File: src/rtl/dcsz_pkg.sv
package dcsz_pkg;
  // register byte addresses (one aligned word each)
  localparam logic [3:0] SRC_LEN_ADDR = 4'h0;
  localparam logic [3:0] DST_LEN_ADDR = 4'h4;
  localparam int ADDR_W = 4;
  localparam int DATA_W = 32;
  localparam int LEN_W = 16;
  localparam int BLK_W = 17;
  // field layout and reset values
  localparam logic [15:0] LEN_RESET = 16'h0000;
  localparam logic [15:0] LEN_ZERO = 16'h0000;
  localparam logic [16:0] LEN_MAX_BYTES = 17'h10000;
  localparam logic [15:0] UPPER_ZERO = 16'h0000;
  // axi response codes
  localparam logic [1:0] RESP_OKAY = 2'h0;
  localparam logic [1:0] RESP_SLVERR = 2'h2;
endpackage

File: src/rtl/dcsz_len_reg.sv
`timescale 1ns/1ns
`default_nettype none
module dcsz_len_reg (
  input wire logic aclk,
  input wire logic aresetn,
  input wire logic wr_en,
  input wire logic [3:0] wstrb,
  input wire logic [31:0] wdata,
  output logic [15:0] field,
  output logic [16:0] block_bytes
);
  logic [15:0] field_r;
  logic [15:0] field_nxt;
  logic [16:0] bytes_r;
  logic [16:0] bytes_nxt;

  // byte-lane update of the low half only; upper lanes are dropped
  always_comb begin
    field_nxt = field_r;
    if (wr_en) begin
      if (wstrb[0]) begin
        field_nxt[7:0] = wdata[7:0];
      end
      if (wstrb[1]) begin
        field_nxt[15:8] = wdata[15:8];
      end
    end
    // zero selects the maximum block length
    if (field_nxt == dcsz_pkg::LEN_ZERO) begin
      bytes_nxt = dcsz_pkg::LEN_MAX_BYTES;
    end else begin
      bytes_nxt = {1'b0, field_nxt};
    end
  end

  // state registers
  always_ff @(posedge aclk) begin
    if (!aresetn) begin
      field_r <= dcsz_pkg::LEN_RESET;
      bytes_r <= dcsz_pkg::LEN_MAX_BYTES;
    end else begin
      field_r <= field_nxt;
      bytes_r <= bytes_nxt;
    end
  end

  assign field = field_r;
  assign block_bytes = bytes_r;
endmodule
`default_nettype wire

File: src/rtl/dcsz_size_regs.sv
`timescale 1ns/1ns
`default_nettype none
module dcsz_size_regs (
  input wire logic aclk,
  input wire logic aresetn,
  input wire logic [3:0] s_axi_awaddr,
  input wire logic [2:0] s_axi_awprot,
  input wire logic s_axi_awvalid,
  output logic s_axi_awready,
  input wire logic [31:0] s_axi_wdata,
  input wire logic [3:0] s_axi_wstrb,
  input wire logic s_axi_wvalid,
  output logic s_axi_wready,
  output logic [1:0] s_axi_bresp,
  output logic s_axi_bvalid,
  input wire logic s_axi_bready,
  input wire logic [3:0] s_axi_araddr,
  input wire logic [2:0] s_axi_arprot,
  input wire logic s_axi_arvalid,
  output logic s_axi_arready,
  output logic [31:0] s_axi_rdata,
  output logic [1:0] s_axi_rresp,
  output logic s_axi_rvalid,
  input wire logic s_axi_rready,
  output logic [16:0] source_block_bytes,
  output logic [16:0] destination_block_bytes
);
  logic aw_held_r;
  logic aw_held_nxt;
  logic w_held_r;
  logic w_held_nxt;
  // write acceptance pulses
  logic awready_r;
  logic awready_nxt;
  logic wready_r;
  logic wready_nxt;
  logic [3:0] awaddr_r;
  logic [3:0] awaddr_nxt;
  logic [31:0] wdata_r;
  logic [31:0] wdata_nxt;
  logic [3:0] wstrb_r;
  logic [3:0] wstrb_nxt;
  logic bvalid_r;
  logic bvalid_nxt;
  logic [1:0] bresp_r;
  logic [1:0] bresp_nxt;
  logic arready_r;
  logic arready_nxt;
  logic rvalid_r;
  logic rvalid_nxt;
  logic [31:0] rdata_r;
  logic [31:0] rdata_nxt;
  logic [1:0] rresp_r;
  logic [1:0] rresp_nxt;
  logic do_write;
  logic src_wr;
  logic dst_wr;
  logic [15:0] source_length_field;
  logic [15:0] destination_length_field;
  logic [16:0] src_bytes;
  logic [16:0] dst_bytes;

  // write channel: take address and data in either order, answer after both
  always_comb begin
    aw_held_nxt = aw_held_r;
    w_held_nxt = w_held_r;
    awaddr_nxt = awaddr_r;
    wdata_nxt = wdata_r;
    wstrb_nxt = wstrb_r;
    bvalid_nxt = bvalid_r;
    bresp_nxt = bresp_r;
    do_write = 1'b0;
    src_wr = 1'b0;
    dst_wr = 1'b0;
    if (s_axi_awvalid && awready_r) begin
      aw_held_nxt = 1'b1;
      awaddr_nxt = s_axi_awaddr;
    end
    if (s_axi_wvalid && wready_r) begin
      w_held_nxt = 1'b1;
      wdata_nxt = s_axi_wdata;
      wstrb_nxt = s_axi_wstrb;
    end
    if (bvalid_r && s_axi_bready) begin
      bvalid_nxt = 1'b0;
    end
    if (aw_held_r && w_held_r && !bvalid_r) begin
      do_write = 1'b1;
      aw_held_nxt = 1'b0;
      w_held_nxt = 1'b0;
      bvalid_nxt = 1'b1;
      src_wr = (awaddr_r == dcsz_pkg::SRC_LEN_ADDR);
      dst_wr = (awaddr_r == dcsz_pkg::DST_LEN_ADDR);
      bresp_nxt = (src_wr || dst_wr) ? dcsz_pkg::RESP_OKAY : dcsz_pkg::RESP_SLVERR;
    end
  end

  // write channel registers
  always_ff @(posedge aclk) begin
    if (!aresetn) begin
      aw_held_r <= 1'b0;
      w_held_r <= 1'b0;
      awaddr_r <= 4'h0;
      wdata_r <= 32'h00000000;
      wstrb_r <= 4'h0;
      bvalid_r <= 1'b0;
      bresp_r <= dcsz_pkg::RESP_OKAY;
    end else begin
      aw_held_r <= aw_held_nxt;
      w_held_r <= w_held_nxt;
      awaddr_r <= awaddr_nxt;
      wdata_r <= wdata_nxt;
      wstrb_r <= wstrb_nxt;
      bvalid_r <= bvalid_nxt;
      bresp_r <= bresp_nxt;
    end
  end

  // address and data acceptance: registered one-cycle ready pulses
  always_comb begin
    awready_nxt = 1'b0;
    wready_nxt = 1'b0;
    if (s_axi_awvalid && !awready_r && !aw_held_r && !bvalid_r) begin
      awready_nxt = 1'b1; // ready raised at the next edge, address taken at the edge after
    end
    if (s_axi_wvalid && !wready_r && !w_held_r && !bvalid_r) begin
      wready_nxt = 1'b1; // ready raised at the next edge, data taken at the edge after
    end
  end

  // ready pulse registers
  always_ff @(posedge aclk) begin
    if (!aresetn) begin
      awready_r <= 1'b0;
      wready_r <= 1'b0;
    end else begin
      awready_r <= awready_nxt;
      wready_r <= wready_nxt;
    end
  end

  // source length register
  dcsz_len_reg u_src (
    .aclk(aclk),
    .aresetn(aresetn),
    .wr_en(src_wr),
    .wstrb(wstrb_r),
    .wdata(wdata_r),
    .field(source_length_field),
    .block_bytes(src_bytes)
  );

  // destination length register
  dcsz_len_reg u_dst (
    .aclk(aclk),
    .aresetn(aresetn),
    .wr_en(dst_wr),
    .wstrb(wstrb_r),
    .wdata(wdata_r),
    .field(destination_length_field),
    .block_bytes(dst_bytes)
  );

  // read channel: one read at a time, data registered
  always_comb begin
    arready_nxt = 1'b0;
    rvalid_nxt = rvalid_r;
    rdata_nxt = rdata_r;
    rresp_nxt = rresp_r;
    if (rvalid_r && s_axi_rready) begin
      rvalid_nxt = 1'b0;
    end
    if (s_axi_arvalid && !arready_r && !rvalid_r) begin
      arready_nxt = 1'b1;
      rvalid_nxt = 1'b1;
      rresp_nxt = dcsz_pkg::RESP_OKAY;
      if (s_axi_araddr == dcsz_pkg::SRC_LEN_ADDR) begin
        rdata_nxt = {dcsz_pkg::UPPER_ZERO, source_length_field};
      end else if (s_axi_araddr == dcsz_pkg::DST_LEN_ADDR) begin
        rdata_nxt = {dcsz_pkg::UPPER_ZERO, destination_length_field};
      end else begin
        rdata_nxt = 32'h00000000;
        rresp_nxt = dcsz_pkg::RESP_SLVERR;
      end
    end
  end

  // read channel registers
  always_ff @(posedge aclk) begin
    if (!aresetn) begin
      arready_r <= 1'b0;
      rvalid_r <= 1'b0;
      rdata_r <= 32'h00000000;
      rresp_r <= dcsz_pkg::RESP_OKAY;
    end else begin
      arready_r <= arready_nxt;
      rvalid_r <= rvalid_nxt;
      rdata_r <= rdata_nxt;
      rresp_r <= rresp_nxt;
    end
  end

  // outputs straight from flip-flops
  assign s_axi_awready = awready_r;
  assign s_axi_wready = wready_r;
  assign s_axi_bvalid = bvalid_r;
  assign s_axi_bresp = bresp_r;
  assign s_axi_arready = arready_r;
  assign s_axi_rvalid = rvalid_r;
  assign s_axi_rdata = rdata_r;
  assign s_axi_rresp = rresp_r;
  assign source_block_bytes = src_bytes;
  assign destination_block_bytes = dst_bytes;
endmodule
`default_nettype wire

File: config.mk
export PLATFORM = sky130hd
export DESIGN_NAME = dcsz_size_regs
export DESIGN_NICKNAME = d
export VERILOG_FILES = /design/src/rtl/dcsz_pkg.sv /design/src/rtl/dcsz_len_reg.sv /design/src/rtl/dcsz_size_regs.sv
export SDC_FILE = /design/constraint.sdc
export NUM_CORES = 1
export LEC_CHECK = 0
export BUFFER_PORTS_ARGS = -buffer_cell sky130_fd_sc_hd__clkbuf_2
export CORE_MARGIN = 1.5
export CORE_UTILIZATION = 45
export DETAILED_ROUTE_END_ITERATION = 8
export PLACE_DENSITY = 0.79
export SYNTH_ARGS = -nofsm -noshare
export SYNTH_HDL_FRONTEND = slang
export SYNTH_SLANG_ARGS = --single-unit
File: constraint.sdc
create_clock -name aclk -period 2 [get_ports aclk]
set_clock_uncertainty 0.1 [all_clocks]
set_input_delay 0.2 -clock aclk [delete_from_list [all_inputs] [get_ports aclk]]
set_output_delay 0.2 -clock aclk [all_outputs]
set_load 0.02 [all_outputs]
==> run summary, run 1 <==
Fill cells -> 656
Row Count -> 34
Die area -> 9880 sq um
Port buffer count -> 89
Most instantiated library cell after synthesis -> dfxtp_1
First-pass GRT wire length -> 17.0 mm
Worst setup EP type -> register
Post-synthesis adder-cell area fraction -> 0%
Yosys top cell area share -> 54.1%
Total global-route track usage -> 22.4%
Area of the multi-input gates -> 1860 sq um
Worst slew pin tran -> 0.661 ns
Yosys cell types -> 35
Worst EP required -> 2.27 ns
TritonCTS Buffers -> 17
Final Hold Fails -> 0
Peak supply drop -> 0.734 mV
Fin. max-slew vios -> 0
Register area -> 2260 sq um
CTS clk-pin slew, worst paths -> 0.06 ns
Layout net count -> 626
Clock root cell -> clkbuf_8
Crit Path Max Fanout -> 5
Via-to-Cell Ratio -> 5.27
Initial DRC Count -> 210
Worst hold start -> s_axi_araddr[3]
Leading cell types by count after synthesis -> dfxtp_1, nor2_1, nand2_1, mux2i_1, a21oi_1
Syn Area/Cell -> 9.50 sq um
Endpoints failing setup -> 2
Dpl hpwl -> 6.60 mm
Sw Pwr -> 0.00119 W
Fin crit share -> 102%
RSZ-0062 raised after global routing -> yes
Total wire length -> 11.4 mm
Synthesized instance count -> 440
Cell taking the most area after synthesis -> dfxtp_1
Max Cap Viol -> 0
Area grow syn2layout -> 38.3%
Boundary Pins -> 132
Peak Freq -> 492 MHz
Post-synth EDFFs -> 0
Compound-Gate Fraction of Synth Area -> 7.30%
Vias -> 3644
HP Class -> input pin to register
Min cycle time layout -> 2.03 ns
WP data arrival -> 2.30 ns
TritonCTS Sinks -> 113
Final antenna-violating net count -> 0
Reg-to-reg slack, setup -> -0.03 ns
Status -> finished, violations left
Post-synthesis sequential area ratio -> 54.1%
Synth async-reset ratio -> 0%
Fin util -> 65.4%
Worst slew margin -> 55.9%
Setup TNS -> -0.0560 ns
Clock latency on the worst-skew pair -> 0.51 ns
Vias in the first global route -> 3506
Largest family of logic cells by synthesized area -> simple AND/OR/NAND/NOR gates
Initial DRT Pass Iterations -> 4
RD Place Congestion -> 0.848
RR Endpoint -> u_src.block_bytes[10]
CORE AREA -> 8850 sq um
Initial core utilization -> 47.3%
Combinational share of power -> 4.8%
Largest net degree at the start of global routing -> 107
Reg2reg start -> s_axi_bvalid
Post-DR wirelength/cell -> 16.5 um
Sequential Power Share -> 39.4%
Die Y -> 99.4 um
Final worst slack -> -0.0317 ns
Clock network fraction of total power -> 55.8%
# H-tree levels -> 4
Global route overflow -> 0
Int Power -> 0.00467 W
Post-synthesis mux area share -> 13.4%
Main synth FF type -> dfxtp_1
Critical Path Source Type -> register
Failing checks -> negative setup slack
Clock buffer depth -> 2
Hold path endpoint -> s_axi_rdata[14]
Xor/xnor share of the synthesized area -> 0%
Synth area leaders -> dfxtp_1, mux2i_1, nor2_1, mux2_2, nand2_1
Layout cells sized above 1 -> 28.5%
Pleak -> 2.52 nW
R2R cell count -> 4
Switching Fraction -> 20.3%
Simple-gate share of the synthesized area -> 19.4%
Yosys Warn Count -> 0
Die X -> 99.4 um
Critical path class -> register to register
#FFs+latches synth -> 113
TritonCTS clock tree -> done
Power per cell area -> 1010 nW/um^2
Cell area after synthesis -> 4180 sq um
Antenna violations before repair -> 1
DRC -> 0
Hold path cells -> 5
[how the worst max path moves through the flow]
stage | startpoint | to
6_report | s_axi_bvalid | u_src.block_bytes[10]
5_1_grt | s_axi_bvalid | u_dst.block_bytes[2]
4_1_cts | s_axi_bvalid | u_src.block_bytes[16]
3_5_place_dp | s_axi_bvalid | u_src.block_bytes[16]
3_3_place_gp | s_axi_bvalid | u_src.block_bytes[16]
2_1_floorplan | s_axi_bvalid | u_src.block_bytes[16]
[metrics by stage]
step	setup WS, ns	hold slack, ns	cells	area (sq um)	power [W]
floorplan	0.0327	0.171	457	4250	0.00252
global placement	0.0146	0.329	624	4690	0.00256
CTS	0.0123	0.00222	688	5680	0.00586
global route	-0.0403	0.0377	691	5780	0.00603
detailed placement	-0.0177	0.334	624	4690	0.00257
finish	-0.0317	0.0116	691	5780	0.00586
[per-layer routing]
metal	share of wire (%)	GRT usage, %	up-vias
met3	4.4	4.71	32
met2	51	38.6	127
met5	0	0	-
met4	4.0	12.7	0
met1	40	25.8	1739
li1	-	-	1746
[layout make-up]
class	count	area share (%)
diodes	1	0.0433
clock buffers	23	8.24
clock inverters	9	3.05
inverters	1	0.0649
multi-input cells	303	32.1
flip-flops and latches	113	39.1
well taps	108	2.34
repair buffers	133	15.0
[worst max-delay path, stage by stage, from the launching register on]
cell and delay [ns]:
dfxtp_2 0.32, or4b_4 0.59, or4_4 0.51, mux2i_1 0.29, nor2_1 0.08
[what timing repair did]
item                                    in CTS  in global routing
buffers inserted                             0                  0
gates cloned                                 0                  3
pin swaps                                    0                  1
hold buffers                                32                  0
endpoints found under the setup margin       4                 42
resized for setup                            3                 22
hold endpoints to repair                    31                  0
[registers in the layout (all words and copies together), names as in the netlist, 2 cells and up]
register	flops
u_src.field	16
awaddr_r	4
u_dst.block_bytes	17
wstrb_r	2
u_dst.field	16
u_src.block_bytes	17
wdata_r	16
s_axi_rdata	16
[power groups by stage]
stage / logic (W) / clock network, W / registers [W]
after detailed placement: 0.000217 / 0 / 0.00235
after global routing: 0.000303 / 0.00341 / 0.00231
after floorplan: 0.000164 / 0 / 0.00235
after global placement: 0.000213 / 0 / 0.00235
after CTS: 0.000266 / 0.00329 / 0.00230
final: 0.000282 / 0.00327 / 0.00231
[kinds of logic after synthesis]
logic type	after synthesis
flops	113
other cells	1
simple gates	180
buf+inv	42
mux	54
compound gates	50
[cell usage in the layout, fill, tap and decap left out, drive strengths merged, types with 2 or more instances in the layout]
master,count
nand2b,5
buf,12
a22oi,15
nor3,12
a31oi,2
or4,10
nand3,4
mux2i,38
nor2b,2
nor2,87
nand2,45
nor3b,2
clkinv,3
dlygate4sd3,32
nor4b,3
o31ai,2
clkbuf,112
bufinv,5
or3,2
a21oi,27
conb,18
dfxtp,113
mux2,16
nor4,3
Power figures use the tool's default switching activity.
==> inputs of run 2 (changes only) <==
--- a/config.mk
+++ b/config.mk
@@ -5,11 +5,12 @@
 export SDC_FILE = /design/constraint.sdc
 export NUM_CORES = 1
 export LEC_CHECK = 0
-export BUFFER_PORTS_ARGS = -buffer_cell sky130_fd_sc_hd__clkbuf_2
+export BUFFER_PORTS_ARGS = -buffer_cell sky130_fd_sc_hd__buf_2
 export CORE_MARGIN = 1.5
 export CORE_UTILIZATION = 45
 export DETAILED_ROUTE_END_ITERATION = 8
 export PLACE_DENSITY = 0.79
+export SKIP_LAST_GASP = 1
 export SYNTH_ARGS = -nofsm -noshare
 export SYNTH_HDL_FRONTEND = slang
 export SYNTH_SLANG_ARGS = --single-unit
==> run 2 against run 1 <==
  * The flow still finishes with violations (negative setup slack)
  * Setup slack worse by 0.069 ns
  * Sequential share of layout area is 0.75 points higher
  * Sequential cell count unchanged
  * Power decreased by 5.5%
  * Combinational power fell by 2%
  * Die area unchanged
  * Global-route usage down 0.091 points
  * First-iteration DRC count increased by 25%
  * Register-to-register slack worse by 0.07 ns
  * Via count decreased by 0.52%
  * Critical path depth up 2
  * Critical endpoint is now u_src.block_bytes[3]
  * Core utilization is 1.2 points lower
==> run summary, run 2 (same netlist as run 1, synthesis figures left out) <==
Commonest non-fill, non-tap cell in the layout -> dfxtp_1 (unchanged)
Initial DRC Count -> 263 (was 210)
RD Place Congestion -> 0.848 (about the same)
Endpoints failing setup -> 23 (was 2)
HP Class -> input pin to register (unchanged)
Die X -> 99.4 um (unchanged)
Total global-route track usage -> 22.3% (was 22.4%)
TritonCTS clock tree -> done (unchanged)
Clock latency on the worst-skew pair -> 0.52 ns (was 0.51 ns)
Dpl hpwl -> 6.63 mm (was 6.60 mm)
Power per cell area -> 977 nW/um^2 (was 1010 nW/um^2)
Overall Power -> 0.00554 W (was 0.00586 W)
Setup bufs post-CTS -> 0 (unchanged)
DRC -> 0 (unchanged)
# H-tree levels -> 4 (unchanged)
Layout net count -> 627 (was 626)
Layout cells sized above 1 -> 27.6% (was 28.5%)
Final Hold Fails -> 0 (unchanged)
Min cycle time layout -> 2.10 ns (was 2.03 ns)
CORE AREA -> 8850 sq um (unchanged)
Placed Instances -> 624 (unchanged)
Die Y -> 99.4 um (unchanged)
Most frequent cells in the layout -> dfxtp_1, buf_2, nor2_1 (was dfxtp_1, clkbuf_2, nor2_1)
Slowest CP cell -> or3_1 (was or4b_4)
CP bufs+invs -> 2 (was 0)
Fill cells -> 689 (was 656)
Fin. max-slew vios -> 0 (unchanged)
Worst path top cell family by delay -> simple AND/OR/NAND/NOR gates (unchanged)
Port buffer count -> 89 (unchanged)
Area grow syn2layout -> 35.7% (was 38.3%)
Final antenna-violating net count -> 0 (unchanged)
Vias in the first global route -> 3505 (was 3506)
Crit-path max cell delay -> 0.43 ns (was 0.59 ns)
Hold path cells -> 4 (was 5)
Status -> finished, violations left (unchanged)
Critical Path, Cell by Cell -> buf_4, or3_1, nor4b_4, clkdlybuf4s15_2, mux2i_1, nor2_1 (was or4b_4, or4_4, mux2i_1, nor2_1)
Critical Path Source Type -> register (unchanged)
CTS clk-pin slew, worst paths -> 0.06 ns (about the same)
TritonCTS Buffers -> 17 (unchanged)
Worst EP required -> 2.28 ns (was 2.27 ns)
Worst slew pin tran -> 0.681 ns (was 0.661 ns)
Antenna violations before repair -> 0 (was 1)
Antenna Cells -> 0 (was 1)
Die area -> 9880 sq um (unchanged)
Critical path class -> register to register (unchanged)
Initial core utilization -> 47.3% (unchanged)
Clock root cell -> clkbuf_8 (unchanged)
Initial DRT Pass Iterations -> 5 (was 4)
Global route overflow -> 0 (unchanged)
First-pass GRT wire length -> 16.8 mm (was 17.0 mm)
Final worst slack -> -0.101 ns (was -0.0317 ns)
Pleak -> 2.49 nW (was 2.52 nW)
WP data arrival -> 2.38 ns (was 2.30 ns)
CP Depth -> 6 (was 4)
R2R cell count -> 6 (was 4)
Post-Layout Cell Count -> 691 (unchanged)
Vias -> 3625 (was 3644)
Peak supply drop -> 0.502 mV (was 0.734 mV)
Total wire length -> 11.0 mm (was 11.4 mm)
RSZ-0062 raised after global routing -> yes (unchanged)
Worst setup EP type -> register (unchanged)
TritonCTS Sinks -> 113 (unchanged)
Post-DR wirelength/cell -> 15.9 um (was 16.5 um)
Largest net degree at the start of global routing -> 107 (unchanged)
Worst hold slack -> 0.189 ns (was 0.0116 ns)
Fin crit share -> 105% (was 102%)
Failing checks -> negative setup slack (unchanged)
Worst slew margin -> 54.6% (was 55.9%)
Via-to-Cell Ratio -> 5.25 (was 5.27)
Peak Freq -> 476 MHz (was 492 MHz)
Row Count -> 34 (unchanged)
Boundary Pins -> 132 (unchanged)
Crit Path Max Fanout -> 4 (was 5)
Clock buffer depth -> 2 (unchanged)
Max Cap Viol -> 0 (unchanged)
## run 2: cell types whose count changed in the layout (fill, tap and decap cells not counted), sizes merged, moves of 2 or more
cell	previous run	this run
bufinv	5	3
buf	12	101
clkbuf	112	22
clkinv	3	5
## run 2: worst min-delay path, cell delays in order
cell,delay (ns)
buf_2,0.09
or3b_2,0.31
a21oi_1,0.10
nor2_1,0.07
## run 2: area by class of cell
class                           count  area (sq um)  area share (%)
Sequential cell                   113          2260            39.9
Multi-Input combinational cell    302          1790            31.6
Timing Repair Buffer              135           891            15.7
Clock buffer                       22           453            7.98
Tap cell                          108           135            2.38
Clock inverter                     10           134            2.36
Inverter                            1          3.75          0.0662
## run 2: power breakdown
part	switching [W]	internal, W
logic	0.000161	0.000115
registers	0.0000316	0.00228
clock network	0.00101	0.00195
## run 2: layer usage
layer	global-route usage, %	wire [um]
met1	25.2	4560
met2	37.4	5430
met3	5.83	456
met4	14.2	536
met5	0	0
## run 2: what timing repair did
action | in CTS | in global routing
setup endpoints to repair | 5 | 25
cloned | 1 | 1
endpoints found under the hold margin | 32 | 0
pin swaps | 0 | 1
hold buffers | 33 | 0
resized for setup | 2 | 9
## run 2: final timing paths
| check | startpoint | to | slack (ns) |
|---|---|---|---|
| min | s_axi_arvalid | s_axi_rdata[14] | 0.19 |
| min reg2reg | s_axi_rvalid | s_axi_rvalid | 0.38 |
| max | awaddr_r[3] | u_src.block_bytes[3] | -0.10 |
| max reg2reg | awaddr_r[3] | u_src.block_bytes[3] | -0.10 |
## run 2: metrics by stage
stage | TNS, ns | utilization (%) | area (sq um) | setup slack [ns]
after global placement | 0 | 53.0 | 4690 | 0.0159
after floorplan | 0 | - | 4250 | 0.0327
after global routing | -2.12 | 64.1 | 5670 | -0.122
after detailed placement | -0.0121 | 53.0 | 4690 | -0.0121
after CTS | -0.00862 | 63.5 | 5620 | -0.00862
final | -0.990 | 64.1 | 5670 | -0.101
==> inputs of run 3 (changes only) <==
--- a/config.mk
+++ b/config.mk
@@ -10,6 +10,7 @@
 export CORE_UTILIZATION = 45
 export DETAILED_ROUTE_END_ITERATION = 8
 export PLACE_DENSITY = 0.79
+export SETUP_SLACK_MARGIN = 0.02
 export SKIP_LAST_GASP = 1
 export SYNTH_ARGS = -nofsm -noshare
 export SYNTH_HDL_FRONTEND = slang
==> run 3 against run 2 <==
  * The flow still finishes with violations (negative setup slack)
  * Sequential cell count stayed put
  * Via count is 0.30% lower
  * Power hardly changed
  * Final area is 0.33% higher
  * Fmax is 4.2% higher
  * Setup slack better by 0.086 ns
  * Die area stayed put
  * Clock-buffer cell count stayed put
  * Register-to-register slack better by 0.09 ns
  * First-iteration DRC count is 1.9% lower
  * Critical path depth is 1 lower
  * Critical path type unchanged
  * Critical endpoint is now u_src.field[14]
  * Largest power group unchanged
==> run summary, run 3 (same netlist as run 1, synthesis figures left out) <==
# H-tree levels -> 4 (unchanged)
Pleak -> 2.49 nW (about the same)
Total global-route track usage -> 22.3% (unchanged)
Status -> finished, violations left (unchanged)
Port buffer count -> 89 (unchanged)
Total wire length -> 10.9 mm (was 11.0 mm)
Most frequent cells in the layout -> dfxtp_1, buf_2, nor2_1 (unchanged)
Final antenna-violating net count -> 0 (unchanged)
First-pass GRT wire length -> 16.8 mm (unchanged)
Global route overflow -> 0 (unchanged)
Clock latency on the worst-skew pair -> 0.52 ns (about the same)
Row Count -> 34 (unchanged)
Fill cells -> 683 (was 689)
Die Y -> 99.4 um (unchanged)
Crit-path max cell delay -> 0.54 ns (was 0.43 ns)
Die X -> 99.4 um (unchanged)
Dpl hpwl -> 6.63 mm (unchanged)
Critical Path Source Type -> register (unchanged)
Vias -> 3614 (was 3625)
Largest net degree at the start of global routing -> 107 (unchanged)
Worst slew pin tran -> 0.685 ns (was 0.681 ns)
Clock root cell -> clkbuf_8 (unchanged)
Crit Path Max Fanout -> 4 (unchanged)
Setup bufs post-CTS -> 0 (unchanged)
Failing checks -> negative setup slack (unchanged)
Critical Path, Cell by Cell -> or4b_4, or4_4, buf_2, mux2i_1, nor2_1 (was buf_4, or3_1, nor4b_4, clkdlybuf4s15_2, mux2i_1, nor2_1)
Via-to-Cell Ratio -> 5.23 (was 5.25)
Final Hold Fails -> 0 (unchanged)
CTS clk-pin slew, worst paths -> 0.05 ns (was 0.06 ns)
Power per cell area -> 973 nW/um^2 (was 977 nW/um^2)
Die area -> 9880 sq um (unchanged)
WP data arrival -> 2.30 ns (was 2.38 ns)
Peak supply drop -> 0.474 mV (was 0.502 mV)
CORE AREA -> 8850 sq um (unchanged)
Worst EP required -> 2.29 ns (was 2.28 ns)
Final worst slack -> -0.0153 ns (was -0.101 ns)
Worst slew margin -> 54.3% (was 54.6%)
TritonCTS Sinks -> 113 (unchanged)
RD Place Congestion -> 0.848 (unchanged)
RSZ-0062 raised after global routing -> yes (unchanged)
Area grow syn2layout -> 36.1% (was 35.7%)
Fin crit share -> 101% (was 105%)
DP Area -> 4690 sq um (unchanged)
Peak Freq -> 496 MHz (was 476 MHz)
Post-DR wirelength/cell -> 15.8 um (was 15.9 um)
Overall Power -> 0.00554 W (about the same)
TritonCTS Buffers -> 17 (unchanged)
Fin. max-slew vios -> 0 (unchanged)
Antenna Cells -> 0 (unchanged)
Commonest non-fill, non-tap cell in the layout -> dfxtp_1 (unchanged)
TritonCTS clock tree -> done (unchanged)
Fin area -> 5690 sq um (was 5670 sq um)
Initial core utilization -> 47.3% (unchanged)
Critical path class -> register to register (unchanged)
Post-Layout Cell Count -> 691 (unchanged)
HP Class -> input pin to register (unchanged)
Vias in the first global route -> 3505 (unchanged)
Slowest CP cell -> or4b_4 (was or3_1)
Boundary Pins -> 132 (unchanged)
Initial DRT Pass Iterations -> 6 (was 5)
Max Cap Viol -> 0 (unchanged)
Antenna violations before repair -> 0 (unchanged)
Clock buffer depth -> 2 (unchanged)
Placed Instances -> 624 (unchanged)
Worst setup EP type -> register (unchanged)
Layout net count -> 627 (unchanged)
Initial DRC Count -> 258 (was 263)
DRC -> 0 (unchanged)
Endpoints failing setup -> 10 (was 23)
Min cycle time layout -> 2.02 ns (was 2.10 ns)
Layout cells sized above 1 -> 28.6% (was 27.6%)
==> run 3: cell types whose count changed in the layout (fill, tap and decap cells not counted), sizes merged <==
cell	delta
buf	+1
clkdlybuf4s15	-1
==> run 3: where the power goes <==
part	total (W)	leakage, nW	internal, W	switching, W
Combinational	0.000275	1.30	0.000115	0.000160
Clock	0.00295	0.285	0.00195	0.00100
Sequential	0.00231	0.913	0.00228	0.0000315
Total	0.00554	2.49	0.00434	0.00119
==> run 3: per-stage QoR <==
stage          hold WS (ns)  TNS (ns)  worst slack, ns  util [%]
2_1_floorplan         0.171         0           0.0327         -
3_3_place_gp          0.345         0           0.0159      53.0
3_5_place_dp          0.350   -0.0121          -0.0121      53.0
4_1_cts               0.171  -0.00862         -0.00862      63.5
5_1_grt               0.217     -1.61           -0.104      64.3
6_report              0.195   -0.0969          -0.0153      64.3
==> run 3: final cells by class <==
| type | count | area (sq um) | area share [%] |
|---|---|---|---|
| Clock inverter | 10 | 134 | 2.35 |
| Inverter | 1 | 3.75 | 0.0659 |
| Sequential cell | 113 | 2260 | 39.8 |
| Timing Repair Buffer | 135 | 887 | 15.6 |
| Multi-Input combinational cell | 302 | 1820 | 31.9 |
| Clock buffer | 22 | 453 | 7.96 |
| Tap cell | 108 | 135 | 2.37 |
==> run 3: worst paths after layout <==
path	from	to	slack (ns)	cells after the start
max	s_axi_bvalid	u_src.field[14]	-0.02	5
min	s_axi_araddr[1]	s_axi_rresp[1]	0.20	5
max reg2reg	s_axi_bvalid	u_src.field[14]	-0.02	5
min reg2reg	s_axi_rvalid	s_axi_rvalid	0.39	2
==> run 3: layer usage <==
layer | GRT usage (%) | vias to the layer above | wire (um)
li1 | - | 1728 | -
met1 | 25.2 | 1678 | 4370
met2 | 37.4 | 164 | 5430
met3 | 5.83 | 44 | 597
met4 | 14.2 | 0 | 521
met5 | 0 | - | 0
==> run 3: worst max-delay path: cells and delay by family, from the launching register on <==
family | cells | cell delay (ns)
buffers and inverters | 1 | 0.19
DFF | 1 | 0.32
muxes | 1 | 0.21
and+or+nand+nor | 3 | 1.06
==> run 3: repair_timing <==
item                                   CTS  global route
endpoints found under the hold margin   32             0
hold buffers                            33             0
gates resized for setup                  2            19
setup endpoints to repair               10            43
pin swaps                                0             1
cloned                                   1             1
